**src/verilog/wtldr_pkg.sv**
```systemverilog
// package of constants for the wake timer with low duty cycle receive
// assumes a single 20 MHz system clock and an 8-bit register port
// Operation
// - timer ticks come from the on-chip rc oscillator or an external crystal
// - with timer enabled, count mantissa-and-exponent period while the chip sleeps
// - on expiry drive host interrupt pin low if the wake interrupt enable bit allows
// - period equals mantissa times four times two to the exponent ticks
// - calibrate rc oscillator on boot command and on leaving shutdown
// - periodic recalibration only when enabled; interval chosen by three bits
// - every calibration runs the main crystal oscillator while it lasts
// - battery check enable requests a measurement at every expiry
// - duty cycle enable makes each expiry with no window open start a receive window
// - mantissa loads from a high byte and a low byte register
// - exponent is five bits, sharing its register with post-expiry select
// - post-expiry select: zero means ready, one means sleep
// - receive window length has its own register
// - window length equals window count times four times two to exponent
// - no preamble, error or no packet: return to post state at window end; the code ignores RX_ERR_I, so only a missing PREAMBLE_OK_I closes it then
// - preamble or sync extends the window, giving up after two windows
package wtldr_pkg;
   // ------------------------------------------------------------
   // clocking
   // ------------------------------------------------------------
   localparam int unsigned SYS_CLK_HZ = 20000000;
   localparam int unsigned TICK_HZ = 32768;
   localparam int unsigned RC_DIV = SYS_CLK_HZ / TICK_HZ;
   localparam int unsigned CAL_TIME_US = 250;
   localparam int unsigned CAL_CYCLES = CAL_TIME_US * (SYS_CLK_HZ / 1000000);
   localparam int unsigned CAL_BASE_LOG2 = 10;
   localparam int unsigned PRE_W = 34;
   // ------------------------------------------------------------
   // register offsets
   // ------------------------------------------------------------
   localparam logic [7:0] ADDR_CONFIG = 8'h00;
   localparam logic [7:0] ADDR_MANT_HI = 8'h01;
   localparam logic [7:0] ADDR_MANT_LO = 8'h02;
   localparam logic [7:0] ADDR_EXPONENT = 8'h03;
   localparam logic [7:0] ADDR_WINDOW = 8'h04;
   localparam logic [7:0] ADDR_IRQ_EN = 8'h05;
   localparam logic [7:0] ADDR_STATUS = 8'h06;
   localparam logic [7:0] ADDR_CLK_CFG = 8'h07;
   localparam logic [7:0] ADDR_COMMAND = 8'h08;
   // ------------------------------------------------------------
   // field positions and reset values
   // ------------------------------------------------------------
   localparam int unsigned CFG_EN_BIT = 0;
   localparam int unsigned CFG_LBD_BIT = 1;
   localparam int unsigned CFG_LDC_BIT = 2;
   localparam int unsigned CFG_CAL_BIT = 3;
   localparam int unsigned CFG_PER_LSB = 4;
   localparam int unsigned EXP_SLEEP_BIT = 7;
   localparam int unsigned IRQEN_WAKE_BIT = 0;
   localparam int unsigned CMD_BOOT_BIT = 0;
   localparam logic [7:0] RST_BYTE = 8'h00;
   localparam int unsigned EXT_LIMIT = 2;
   // ------------------------------------------------------------
   // receive window states, gray along idle-window-extend
   // ------------------------------------------------------------
   typedef enum logic [1:0]
   {
      WTLDR_IDLE = 2'h0,
      WTLDR_WIN = 2'h1,
      WTLDR_EXT = 2'h3
   } wtldr_state_t;
endpackage

```
**src/verilog/wtldr_if.sv**
```systemverilog
// internal carrier between the timer core and its helper blocks
// assumes all three sit on the same system clock
interface wtldr_if;
   logic src_sel;
   logic tick;
   logic cal_en;
   logic [2:0] cal_per;
   logic cal_start;
   logic cal_busy;
   modport gen (input src_sel, output tick);
   modport cal (input tick, cal_en, cal_per, cal_start, output cal_busy);
   modport core (output src_sel, cal_en, cal_per, cal_start,
                 input tick, cal_busy);
endinterface

```
**src/verilog/wtldr_tick_gen.sv**
```systemverilog
// 32 kHz tick source: rc divider or synchronised crystal input
// assumes the crystal pin is asynchronous to the system clock
module wtldr_tick_gen
   import wtldr_pkg::*;
(
   // clock and reset
   input wire logic clk_i,
   input wire logic srst_i,
   // crystal pin
   input wire logic crystal_i,
   // carrier
   wtldr_if.gen bus
);
   logic [9:0] rc_q;
   logic [2:0] sync_q;
   logic lvl_q;
   logic tick_q;
   logic rc_wrap;
   logic xt_rise;

   assign rc_wrap = (rc_q == 10'(RC_DIV - 1));
   // a crystal edge only counts once the second and third stages agree
   assign xt_rise = (sync_q[1] == sync_q[2]) && sync_q[2] && !lvl_q;

   // rc oscillator modelled as a divider of the system clock
   always_ff @(posedge clk_i)
   begin
      if (srst_i || rc_wrap)
         rc_q <= '0;
      else
         rc_q <= rc_q + 10'h001;
   end

   // three stage synchroniser and accepted crystal level
   always_ff @(posedge clk_i)
   begin
      if (srst_i)
      begin
         sync_q <= '0;
         lvl_q <= 1'b0;
      end
      else
      begin
         sync_q <= {sync_q[1:0], crystal_i};
         if (sync_q[1] == sync_q[2])
            lvl_q <= sync_q[2];
      end
   end

   // source select picks one tick stream
   always_ff @(posedge clk_i)
   begin
      if (srst_i)
         tick_q <= 1'b0;
      else
         tick_q <= bus.src_sel ? xt_rise : rc_wrap;
   end

   assign bus.tick = tick_q;
endmodule

```
**src/verilog/wtldr_recal.sv**
```systemverilog
// rc oscillator calibration sequencer with periodic interval timer
// assumes start requests are one-cycle pulses from the core
module wtldr_recal
   import wtldr_pkg::*;
#(
   parameter int unsigned CAL_LEN = CAL_CYCLES
)
(
   // clock and reset
   input wire logic clk_i,
   input wire logic srst_i,
   // carrier
   wtldr_if.cal bus
);
   logic [17:0] ivl_q;
   logic [15:0] busy_q;
   logic ivl_done;

   // interval is two to the (base plus select) ticks
   assign ivl_done = bus.cal_en &&
      (ivl_q == 18'((18'h00001 << (CAL_BASE_LOG2 + 32'(bus.cal_per))) - 1));

   // interval counter only runs while recalibration is enabled
   always_ff @(posedge clk_i)
   begin
      if (srst_i || !bus.cal_en || (bus.tick && ivl_done))
         ivl_q <= '0;
      else if (bus.tick)
         ivl_q <= ivl_q + 18'h00001;
   end

   // busy window keeps the main crystal running for the calibration
   always_ff @(posedge clk_i)
   begin
      if (srst_i)
         busy_q <= '0;
      else if (bus.cal_start || (bus.tick && ivl_done))
         busy_q <= 16'(CAL_LEN);
      else if (busy_q != 16'h0000)
         busy_q <= busy_q - 16'h0001;
   end

   assign bus.cal_busy = (busy_q != 16'h0000);
endmodule

```
**src/verilog/wtldr_top.sv**
```systemverilog
// wake timer core: registers, period counter, interrupt and receive window
// assumes packet handler status inputs come from logic on SYS_CLK_I
//
// The implementer's own choices: the register offsets and the plain strobed port.
module wtldr_top
   import wtldr_pkg::*;
#(
   parameter int unsigned CAL_LEN = CAL_CYCLES
)
(
   // clock and reset
   input wire logic SYS_CLK_I,
   input wire logic SRST_I,
   // register port
   input wire logic [7:0] REG_ADDR_I,
   input wire logic [7:0] REG_WDATA_I,
   input wire logic REG_WE_I,
   input wire logic REG_RE_I,
   output logic [7:0] REG_RDATA_O,
   // clock sources and chip power
   input wire logic XTAL32_I,
   input wire logic SHUTDOWN_I,
   output logic XO_EN_O,
   // receiver status from the packet handler
   input wire logic PREAMBLE_OK_I,
   input wire logic PKT_DONE_I,
   input wire logic RX_ERR_I,
   // chip outputs
   output logic RX_EN_O,
   output logic CHIP_SLEEP_O,
   output logic BATT_CHECK_O,
   output logic HOST_IRQ_N_O
);
   import wtldr_pkg::*;

   wtldr_if cb ();

   logic [7:0] cfg_q, mhi_q, mlo_q, exp_q, win_len_q, irq_en_q, clk_cfg_q;
   logic [7:0] rdata_q;
   logic [PRE_W-1:0] pre_q;
   logic [15:0] man_q;
   logic [7:0] win_q;
   logic [1:0] ext_q;
   logic pend_q, expire_q, batt_q, irq_n_q, sleep_q, rx_q, boot_q, shut_q;
   wtldr_state_t state_q, state_d;
   logic timer_en, unit, man_wrap, stat_rd, win_end;
   logic [PRE_W-1:0] pre_top;
   logic [15:0] mant;

   // ------------------------------------------------------------
   // helpers
   // ------------------------------------------------------------
   wtldr_tick_gen u_tick
   (
      .clk_i(SYS_CLK_I),
      .srst_i(SRST_I),
      .crystal_i(XTAL32_I),
      .bus(cb.gen)
   );

   wtldr_recal #(.CAL_LEN(CAL_LEN)) u_recal
   (
      .clk_i(SYS_CLK_I),
      .srst_i(SRST_I),
      .bus(cb.cal)
   );

   assign cb.src_sel = clk_cfg_q[0];
   assign cb.cal_en = cfg_q[CFG_CAL_BIT];
   assign cb.cal_per = cfg_q[CFG_PER_LSB +: 3];
   // boot command or leaving shutdown triggers a calibration
   assign cb.cal_start = boot_q || (shut_q && !SHUTDOWN_I);

   // ------------------------------------------------------------
   // register file
   // ------------------------------------------------------------
   assign stat_rd = REG_RE_I && (REG_ADDR_I == ADDR_STATUS);

   // writable bytes; the mantissa halves land in separate registers
   always_ff @(posedge SYS_CLK_I)
   begin
      if (SRST_I)
      begin
         cfg_q <= RST_BYTE;
         mhi_q <= RST_BYTE;
         mlo_q <= RST_BYTE;
         exp_q <= RST_BYTE;
         win_len_q <= RST_BYTE;
         irq_en_q <= RST_BYTE;
         clk_cfg_q <= RST_BYTE;
      end
      else if (REG_WE_I)
      begin
         case (REG_ADDR_I)
            ADDR_CONFIG: cfg_q <= REG_WDATA_I;
            ADDR_MANT_HI: mhi_q <= REG_WDATA_I;
            ADDR_MANT_LO: mlo_q <= REG_WDATA_I;
            ADDR_EXPONENT: exp_q <= REG_WDATA_I;
            ADDR_WINDOW: win_len_q <= REG_WDATA_I;
            ADDR_IRQ_EN: irq_en_q <= REG_WDATA_I;
            ADDR_CLK_CFG: clk_cfg_q <= REG_WDATA_I;
            default: ;
         endcase
      end
   end

   // boot pulse and shutdown edge tracking
   always_ff @(posedge SYS_CLK_I)
   begin
      if (SRST_I)
      begin
         boot_q <= 1'b0;
         shut_q <= 1'b0;
      end
      else
      begin
         boot_q <= REG_WE_I && (REG_ADDR_I == ADDR_COMMAND) &&
                   REG_WDATA_I[CMD_BOOT_BIT];
         shut_q <= SHUTDOWN_I;
      end
   end

   // read data stands one cycle after the strobe; unmapped reads zero
   always_ff @(posedge SYS_CLK_I)
   begin
      if (SRST_I)
         rdata_q <= 8'h00;
      else if (REG_RE_I)
      begin
         case (REG_ADDR_I)
            ADDR_CONFIG: rdata_q <= cfg_q;
            ADDR_MANT_HI: rdata_q <= mhi_q;
            ADDR_MANT_LO: rdata_q <= mlo_q;
            ADDR_EXPONENT: rdata_q <= exp_q;
            ADDR_WINDOW: rdata_q <= win_len_q;
            ADDR_IRQ_EN: rdata_q <= irq_en_q;
            ADDR_STATUS: rdata_q <= {4'h0, state_q, cb.cal_busy, pend_q};
            ADDR_CLK_CFG: rdata_q <= clk_cfg_q;
            default: rdata_q <= 8'h00;
         endcase
      end
      else
         rdata_q <= 8'h00;
   end

   // ------------------------------------------------------------
   // period counter
   // ------------------------------------------------------------
   assign timer_en = cfg_q[CFG_EN_BIT];
   assign mant = {mhi_q, mlo_q};
   // one unit is four times two to the exponent ticks
   assign pre_top = (PRE_W'(4) << exp_q[4:0]) - PRE_W'(1);
   assign unit = cb.tick && (pre_q == pre_top);
   // a zero mantissa behaves as one unit, so the timer never stalls
   assign man_wrap = ({1'b0, man_q} + 17'h00001) >= {1'b0, mant};

   // counting runs whenever enabled, so it also runs through sleep
   always_ff @(posedge SYS_CLK_I)
   begin
      if (SRST_I || !timer_en)
      begin
         pre_q <= '0;
         man_q <= '0;
      end
      else if (unit)
      begin
         pre_q <= '0;
         man_q <= man_wrap ? 16'h0000 : man_q + 16'h0001;
      end
      else if (cb.tick)
         pre_q <= pre_q + PRE_W'(1);
   end

   // one-cycle expiry pulse and battery check request
   always_ff @(posedge SYS_CLK_I)
   begin
      if (SRST_I)
      begin
         expire_q <= 1'b0;
         batt_q <= 1'b0;
      end
      else
      begin
         expire_q <= timer_en && unit && man_wrap;
         batt_q <= expire_q && cfg_q[CFG_LBD_BIT];
      end
   end

   // ------------------------------------------------------------
   // pending flag and interrupt pin
   // ------------------------------------------------------------
   // a new expiry wins over a status read in the same cycle
   always_ff @(posedge SYS_CLK_I)
   begin
      if (SRST_I)
         pend_q <= 1'b0;
      else if (expire_q)
         pend_q <= 1'b1;
      else if (stat_rd)
         pend_q <= 1'b0;
   end

   // pin is low only while pending and enabled by software
   always_ff @(posedge SYS_CLK_I)
   begin
      if (SRST_I)
         irq_n_q <= 1'b1;
      else
         irq_n_q <= !((pend_q || expire_q) && irq_en_q[IRQEN_WAKE_BIT]);
   end

   // ------------------------------------------------------------
   // low duty cycle receive window
   // ------------------------------------------------------------
   // the window counts the same units as the wake period
   assign win_end = unit && (({1'b0, win_q} + 9'h001) >= {1'b0, win_len_q});

   always_comb
   begin
      state_d = state_q;
      case (state_q)
         WTLDR_IDLE:
            if (expire_q && cfg_q[CFG_LDC_BIT])
               state_d = WTLDR_WIN;
         WTLDR_WIN:
            if (PKT_DONE_I)
               state_d = WTLDR_IDLE;
            else if (win_end)
               state_d = PREAMBLE_OK_I ? WTLDR_EXT : WTLDR_IDLE;
         WTLDR_EXT:
            if (PKT_DONE_I || (win_end && ext_q == 2'(EXT_LIMIT - 1)))
               state_d = WTLDR_IDLE;
         default:
            state_d = WTLDR_IDLE;
      endcase
      if (!timer_en)
         state_d = WTLDR_IDLE;
   end

   always_ff @(posedge SYS_CLK_I)
   begin
      if (SRST_I)
         state_q <= WTLDR_IDLE;
      else
         state_q <= state_d;
   end

   // window unit count and extension count
   always_ff @(posedge SYS_CLK_I)
   begin
      if (SRST_I || state_d == WTLDR_IDLE || state_d != state_q)
         win_q <= '0;
      else if (win_end)
         win_q <= '0;
      else if (unit)
         win_q <= win_q + 8'h01;
   end

   always_ff @(posedge SYS_CLK_I)
   begin
      if (SRST_I || state_q == WTLDR_IDLE)
         ext_q <= '0;
      else if (win_end)
         ext_q <= ext_q + 2'h1;
   end

   // chip outputs: receiver on in a window, otherwise the post state
   always_ff @(posedge SYS_CLK_I)
   begin
      if (SRST_I)
      begin
         rx_q <= 1'b0;
         sleep_q <= 1'b0;
      end
      else
      begin
         rx_q <= (state_d != WTLDR_IDLE);
         sleep_q <= (state_d == WTLDR_IDLE) && exp_q[EXP_SLEEP_BIT];
      end
   end

   assign REG_RDATA_O = rdata_q;
   assign XO_EN_O = cb.cal_busy;
   assign RX_EN_O = rx_q;
   assign CHIP_SLEEP_O = sleep_q;
   assign BATT_CHECK_O = batt_q;
   assign HOST_IRQ_N_O = irq_n_q;

   // ------------------------------------------------------------
   // checks
   // ------------------------------------------------------------
   property p_irq_low;
      @(posedge SYS_CLK_I) disable iff (SRST_I)
      (expire_q && irq_en_q[IRQEN_WAKE_BIT]) |=> !HOST_IRQ_N_O;
   endproperty
   a_irq_low: assert property (p_irq_low)
      else $error("interrupt pin not low after enabled expiry");

   property p_irq_masked;
      @(posedge SYS_CLK_I) disable iff (SRST_I)
      !irq_en_q[IRQEN_WAKE_BIT] |=> HOST_IRQ_N_O;
   endproperty
   a_irq_masked: assert property (p_irq_masked)
      else $error("interrupt pin low while masked");

   property p_pend_hold;
      @(posedge SYS_CLK_I) disable iff (SRST_I)
      (pend_q && !stat_rd) |=> pend_q;
   endproperty
   a_pend_hold: assert property (p_pend_hold)
      else $error("pending flag lost without status read");

   property p_reload;
      @(posedge SYS_CLK_I) disable iff (SRST_I)
      expire_q |-> (man_q == 16'h0000) && (pre_q == '0);
   endproperty
   a_reload: assert property (p_reload)
      else $error("period not reloaded at expiry");

   property p_stop;
      @(posedge SYS_CLK_I) disable iff (SRST_I)
      !timer_en |=> (man_q == 16'h0000) && !expire_q;
   endproperty
   a_stop: assert property (p_stop)
      else $error("timer counts while disabled");

   property p_batt;
      @(posedge SYS_CLK_I) disable iff (SRST_I)
      expire_q |=> (BATT_CHECK_O == $past(cfg_q[CFG_LBD_BIT]));
   endproperty
   a_batt: assert property (p_batt)
      else $error("battery check does not follow enable");

   property p_ldc_start;
      @(posedge SYS_CLK_I) disable iff (SRST_I)
      (expire_q && timer_en && state_q == WTLDR_IDLE) |=>
         (RX_EN_O == $past(cfg_q[CFG_LDC_BIT]));
   endproperty
   a_ldc_start: assert property (p_ldc_start)
      else $error("receive window start does not follow duty enable");

   property p_no_pre;
      @(posedge SYS_CLK_I) disable iff (SRST_I)
      (state_q == WTLDR_WIN && win_end && !PREAMBLE_OK_I) |=>
         state_q == WTLDR_IDLE ##1 !RX_EN_O;
   endproperty
   a_no_pre: assert property (p_no_pre)
      else $error("window did not close without preamble");

   property p_two_win;
      @(posedge SYS_CLK_I) disable iff (SRST_I)
      (state_q == WTLDR_EXT && win_end && ext_q == 2'h1) |=>
         state_q == WTLDR_IDLE;
   endproperty
   a_two_win: assert property (p_two_win)
      else $error("reception not abandoned after two windows");

   property p_sleep;
      @(posedge SYS_CLK_I) disable iff (SRST_I)
      (state_d == WTLDR_IDLE && exp_q[EXP_SLEEP_BIT]) |=> CHIP_SLEEP_O;
   endproperty
   a_sleep: assert property (p_sleep)
      else $error("post-expiry sleep not selected");

   property p_boot_cal;
      @(posedge SYS_CLK_I) disable iff (SRST_I)
      boot_q |=> XO_EN_O [*8];
   endproperty
   a_boot_cal: assert property (p_boot_cal)
      else $error("boot did not start calibration with crystal");
endmodule

```
**config.mk**
```make
export PLATFORM = sky130hd
export DESIGN_NAME = wtldr_top
export DESIGN_NICKNAME = d
export VERILOG_FILES = /design/src/verilog/wtldr_pkg.sv /design/src/verilog/wtldr_if.sv /design/src/verilog/wtldr_tick_gen.sv /design/src/verilog/wtldr_recal.sv /design/src/verilog/wtldr_top.sv
export SDC_FILE = /design/constraint.sdc
export NUM_CORES = 1
export LEC_CHECK = 0
export ABC_AREA = 1
export BUFFER_PORTS_ARGS = -buffer_cell sky130_fd_sc_hd__buf_2
export CAP_MARGIN = 20
export CORE_MARGIN = 5
export CORE_UTILIZATION = 24
export CTS_BUF_LIST = sky130_fd_sc_hd__clkbuf_16
export DETAILED_ROUTE_END_ITERATION = 10
export GPL_TIMING_DRIVEN = 0
export SKIP_CTS_REPAIR_TIMING = 1
export SLEW_MARGIN = 10
export SYNTH_ARGS = -nofsm -noshare
export SYNTH_HDL_FRONTEND = slang
export SYNTH_SLANG_ARGS = --single-unit
```
**constraint.sdc**
```tcl
create_clock -name SYS_CLK_I -period 9.25 [get_ports SYS_CLK_I]
set_clock_uncertainty 0.2 [all_clocks]
set_input_delay 0.925 -clock SYS_CLK_I [delete_from_list [all_inputs] [get_ports SYS_CLK_I]]
set_output_delay 0.925 -clock SYS_CLK_I [all_outputs]
set_load 0.01 [all_outputs]
```
# Word-level counts from Yosys, hierarchy flattened
# Cells that the tools add are included.
[classes] n_addsub=12 order_cmp=2 n_eq_ne=16 shifts=2 muxes=14 n_bitwise=1 n_reduce_logical=51
[ops] operator="8-bit case mux with 8 select lines" n=1
[ops] operator="34-bit by 1-bit adder with 34-bit output (second input constant)" n=1
[ops] operator="34-bit equality test" n=1
[ops] operator="3-bit by 5-bit left shift with 34-bit output (first input constant)" n=1
[ops] operator="34-bit by 2-bit subtractor with 34-bit output (second input constant)" n=1
[ops] operator="8-bit by 3-bit equality test with 1-bit output (second input constant)" n=4
[ops] operator="1-bit by 32-bit left shift with 18-bit output (first input constant)" n=1
[ops] operator="13-bit 2-to-1 mux" n=2
[ops] operator="18-bit by 1-bit adder with 18-bit output (second input constant)" n=1
[ops] operator="18-bit equality test" n=1
[ops] operator="18-bit by 1-bit subtractor with 18-bit output (second input constant)" n=1
[ops] operator="16-bit by 1-bit adder with 17-bit output (second input constant)" n=1
[ops] operator="17-bit by 16-bit >= comparator with 1-bit output" n=1
[ops] operator="1-bit logical AND" n=17
[ops] operator="16-bit by 1-bit adder with 16-bit output (second input constant)" n=1
[ops] operator="8-bit by 2-bit equality test with 1-bit output (second input constant)" n=2
[ops] operator="16-bit 2-to-1 mux" n=1
[ops] operator="16-bit nonzero test" n=1
[ops] operator="16-bit by 1-bit subtractor with 16-bit output (second input constant)" n=1
[ops] operator="2-bit AND reduction" n=7
[ops] operator="2-bit 2-to-1 mux" n=6
[ops] operator="1-bit logical OR" n=11
[ops] operator="10-bit by 1-bit adder with 10-bit output (second input constant)" n=1
[ops] operator="10-bit equality test (second input constant)" n=1
[ops] operator="19 further kinds" n=32
[totals] regBits=183 input_bits=25 output_inout_bits=13 word_cells=126

# Longest topological paths before layout
[depth] ltp_word=14 ltp_mapped=25 ltp_nobuf=23

# Modules after synthesis
# Synthesis repeated with hierarchy kept, for this count alone.
[unflattened] hier_cells=1606 area_unflattened_um2=11036.8
[modules_own_cells] mod="wtldr_top" instances=1 cells_per_inst=1195 area_per_inst_um2=8139.1 seq_area_each_um2=2682.6
[modules_own_cells] mod="wtldr_recal" instances=1 cells_per_inst=332 area_per_inst_um2=2247.2 seq_area_each_um2=680.7
[modules_own_cells] mod="wtldr_tick_gen" instances=1 cells_per_inst=79 area_per_inst_um2=650.6 seq_area_each_um2=300.3

# Worst setup path after synthesis
# No wires, ideal clock.
[synth_path] kind="register to register" start="register man_q[0]" end="register man_q[4]" setup_time_ns=0.069 arrival_ns=2.890 path_slack_ns=6.091 stages_incl_launch_ff=18 cell_sequence="dfxtp_1 -> inv_1 -> nor3_1 -> nand4_1 -> nor2_1 -> nand2_1 -> nor3_1 -> xor2_1 -> inv_1 -> ha_1 -> nand2_1 -> nor3_1 -> nand4_1 -> nand3_1 -> a21oi_1 -> clkbuf_1 -> nand4_1 -> o21ai_1"
[synth_via] elab_chain_cells=3
[synth_lines] item="from (decl)" line_no="wtldr_top.sv:41" text="logic [15:0] man_q;"
[synth_lines] item="from (signal assigned)" line_no="wtldr_top.sv:168" text="man_q <= man_wrap ? 16'h0000 : man_q + 16'h0001;"
[synth_lines] item="16-bit by 1-bit adder with 17-bit output" line_no="wtldr_top.sv:155" text="assign man_wrap = ({1'b0, man_q} + 17'h00001) >= {1'b0, mant};"
[synth_lines] item="17-bit by 16-bit >= comparator with 1-bit output" line_no="wtldr_top.sv:155"
[synth_lines] item="16-bit 2-to-1 mux *" line_no="wtldr_top.sv:168"
# Every way passes the cells marked *; elsewhere a longest branch is shown, timed or not.
# A chain may end at the register's enable or synchronous reset.

# Worst setup path in the final report
# Ends and elaborated chain as after synthesis.

==> results.cfg <==
[run_status]
status = completed

[cells_and_area]
drive_above_1_share_pct = 9.56
final_cells = 2231
insertedDiodeCount = 0
nets = 1684
syn_to_final_growth_pct = 14.2
finalInstanceArea_um2 = 12500

[detailed_routing]
post_drt_wl_per_cell_um = 13.6
drt_iter0_drc = 699
dr_total_vias = 10300
postRouteAntennaNets = 0
dr.pass1.iters = 6
drc = 0
routed_wl_mm = 30.2
vias_per_cell = 4.60

[synthesis]
syn_area_per_cell_um2 = 6.98
synth-xor-area-share_pct = 7.65
yosysWarnings = 0
ys_types = 58
synth_area_leaders = dfxtp_1, nand2_1, inv_1
synth_flop_cell = dfxtp_1
syn_area_um2 = 10900
ys_seq_elements = 183
synth-edff-count = 0
synth-simple-area-share_pct = 31.7
synth_common_cells = nand2_1, inv_1, nor2_1
synth_compound_area_share_pct = 12.0
synthMuxAreaShare_pct = 0.183
synth_cells = 1564
synth_top_family_by_area = simple AND/OR/NAND/NOR gates
ys_seq_area_share_pct = 33.5
synth_fa_ha_area_share_pct = 4.70
synth_nets = 1630
synth_area_leader_cell = dfxtp_1
async_flop_share_pct = 0
synthMostInstantiatedCell = nand2_1
yosysTopAreaCellShare_pct = 33.5

[critical_path]
crit_path_end = man_q[4]
end_kind = register
ff2ff_setup_slack_ps = 5240
reg2reg_to = man_q[4]
critPathLaunchType = register
r2r-start = man_q[0]
critPathKind = register to register
worstPathRequired_ps = 9420
cp.arrival_ps = 4180
reg2regPathDepth = 17
crit_path_start = man_q[0]
crit_path_max_fanout = 10

[floorplanning]
dieArea_um2 = 49900
row_count = 78
dieHeight_um = 223
io_pins = 38
start_util_pct = 24.2
fp.dieW_um = 223
core_area_um2 = 45200

[flow_run]
drv_cap = 0

[sta]
rsz0062_at_grt = false
timing.setup.tns_ps = 0
setup_viol = 0
slew_violations = 0
worst_pin_slew_ps = 1060
slew_headroom_pct = 28.7
fin_crit_sh_pct = 43.3
hold_viol = 0
fmax_ghz = 0.249
final.min_clock_period_ps = 4010

[clocking]
numClockSinks = 183
root_buffer = clkbuf_16
htree_levels = 4
cts_tree = built
clkLatencyLatePin_ps = 440
cts_buffers = 17
clk_pin_slew_ps = 70
clk_path_buf_depth = 2

[placed_design]
place_area_um2 = 11900
dp.cells = 2199
dp_hpwl_mm = 24.1
gp_congestion = 0.886
io_buffers = 35

[pwr]
power_density_nw_per_um2 = 146
power.total_uw = 1820
p_leak_uw = 0.00490
ir_drop_mv = 0.135

[global_route]
antenna_found_initial = 0
grt_pass1_vias = 9803
grt_pass1_wl_mm = 49.2
grt_usage_pct = 12.0
grt_max_degree = 21
gr-total-overflow = 0

[worst_hold_path]
hp-class = register to register
[worst max-delay path, stage by stage, from the launching register on]
cell and delay (ps):
dfxtp_1 360, inv_1 90, nor3_1 400, nand4_1 220, nor2_1 190, nand2_1 110
nor3_1 280, xor2_1 170, inv_1 70, ha_1 270, nand2_1 100, nor3_1 60
nand4_1 90, nand3_1 90, a21oi_1 530, clkbuf_1 440, nand4_1 150, o21ai_1 100
[routing by layer]
metal	part of all wire (%)	global-route usage [%]	wire length, um
met1	46	15.7	13900
met2	46	20.1	14000
met3	4.9	1.72	1470
met4	2.9	4.29	892
met5	0	0	0
[worst min-delay path by stage]
stage	from	endpoint	slack, ps	cells past startpoint
after floorplan	irq_en_q[0]	HOST_IRQ_N_O	170	1
after global placement	u_tick.sync_q[0]	u_tick.sync_q[1]	190	2
after detailed placement	u_tick.sync_q[0]	u_tick.sync_q[1]	200	2
after CTS	u_tick.sync_q[0]	u_tick.sync_q[1]	210	2
after global routing	irq_en_q[0]	HOST_IRQ_N_O	240	1
final	u_tick.sync_q[0]	u_tick.sync_q[1]	210	2
[cell families (layout without fill, tap and decap cells)]
logic type / count (synthesis) / in the layout
XOR/XNOR: 93 / 93
AO/OA/AOI/OAI: 239 / 239
flip-flops: 183 / 183
AND/OR/NAND/NOR: 728 / 728
buffers and inverters: 278 / 345
adder cells (fa/ha/maj): 41 / 41
multiplexers: 2 / 2
[through the flow]
step	util (%)	hold slack [ps]	setup WS (ps)
4_1_cts	27.6	211	5280
3_3_place_gp	26.2	194	5300
6_report	27.6	213	5240
3_5_place_dp	26.2	199	5300
2_1_floorplan	-	165	6090
5_1_grt	27.6	244	4810
[registers in the layout, indices dropped and copies added, names as in the netlist, 2 cells and up]
name	cells
u_tick.sync_q	3
pre_q	34
u_tick.rc_q	10
irq_en_q	8
win_len_q	8
mhi_q	8
man_q	16
exp_q	8
mlo_q	8
cfg_q	8
clk_cfg_q	8
ext_q	2
win_q	8
u_recal.ivl_q	18
REG_RDATA_O	8
u_recal.busy_q	16
state_q	2
[final cells by class]
class | instances | area, um^2
Multi-Input combinational cell | 1103 | 6140
Timing Repair Buffer | 35 | 175
Tap cell | 600 | 751
Sequential cell | 183 | 3660
Buffer | 41 | 223
Clock inverter | 15 | 195
Inverter | 237 | 895
Clock buffer | 17 | 425
Fill cell | 4936 | 32700
[layout by cell type (no fill, tap or decap), drive strengths merged, types with 2 or more instances in the layout]
master   instances
a2111oi          4
a211oi           4
a21oi           91
a41oi            2
and2             2
buf             55
clkbuf          38
clkinv           4
dfxtp          183
ha              41
inv            247
mux2i            2
nand2          272
nand3           78
nand3b           5
nand4           72
nor2           211
nor3            51
nor3b            7
nor4            19
o2111ai          2
o211ai           4
o21a             2
o21ai          100
o21bai           3
o221ai           2
o22ai           16
o31ai            3
or2              9
xnor2           20
xor2            72
[power breakdown]
| part | switching [uW] | internal (uW) |
|---|---|---|
| logic | 147 | 80.1 |
| clock network | 363 | 394 |
| registers | 21.0 | 819 |
Note: power is estimated with default switching activity, not from simulation.
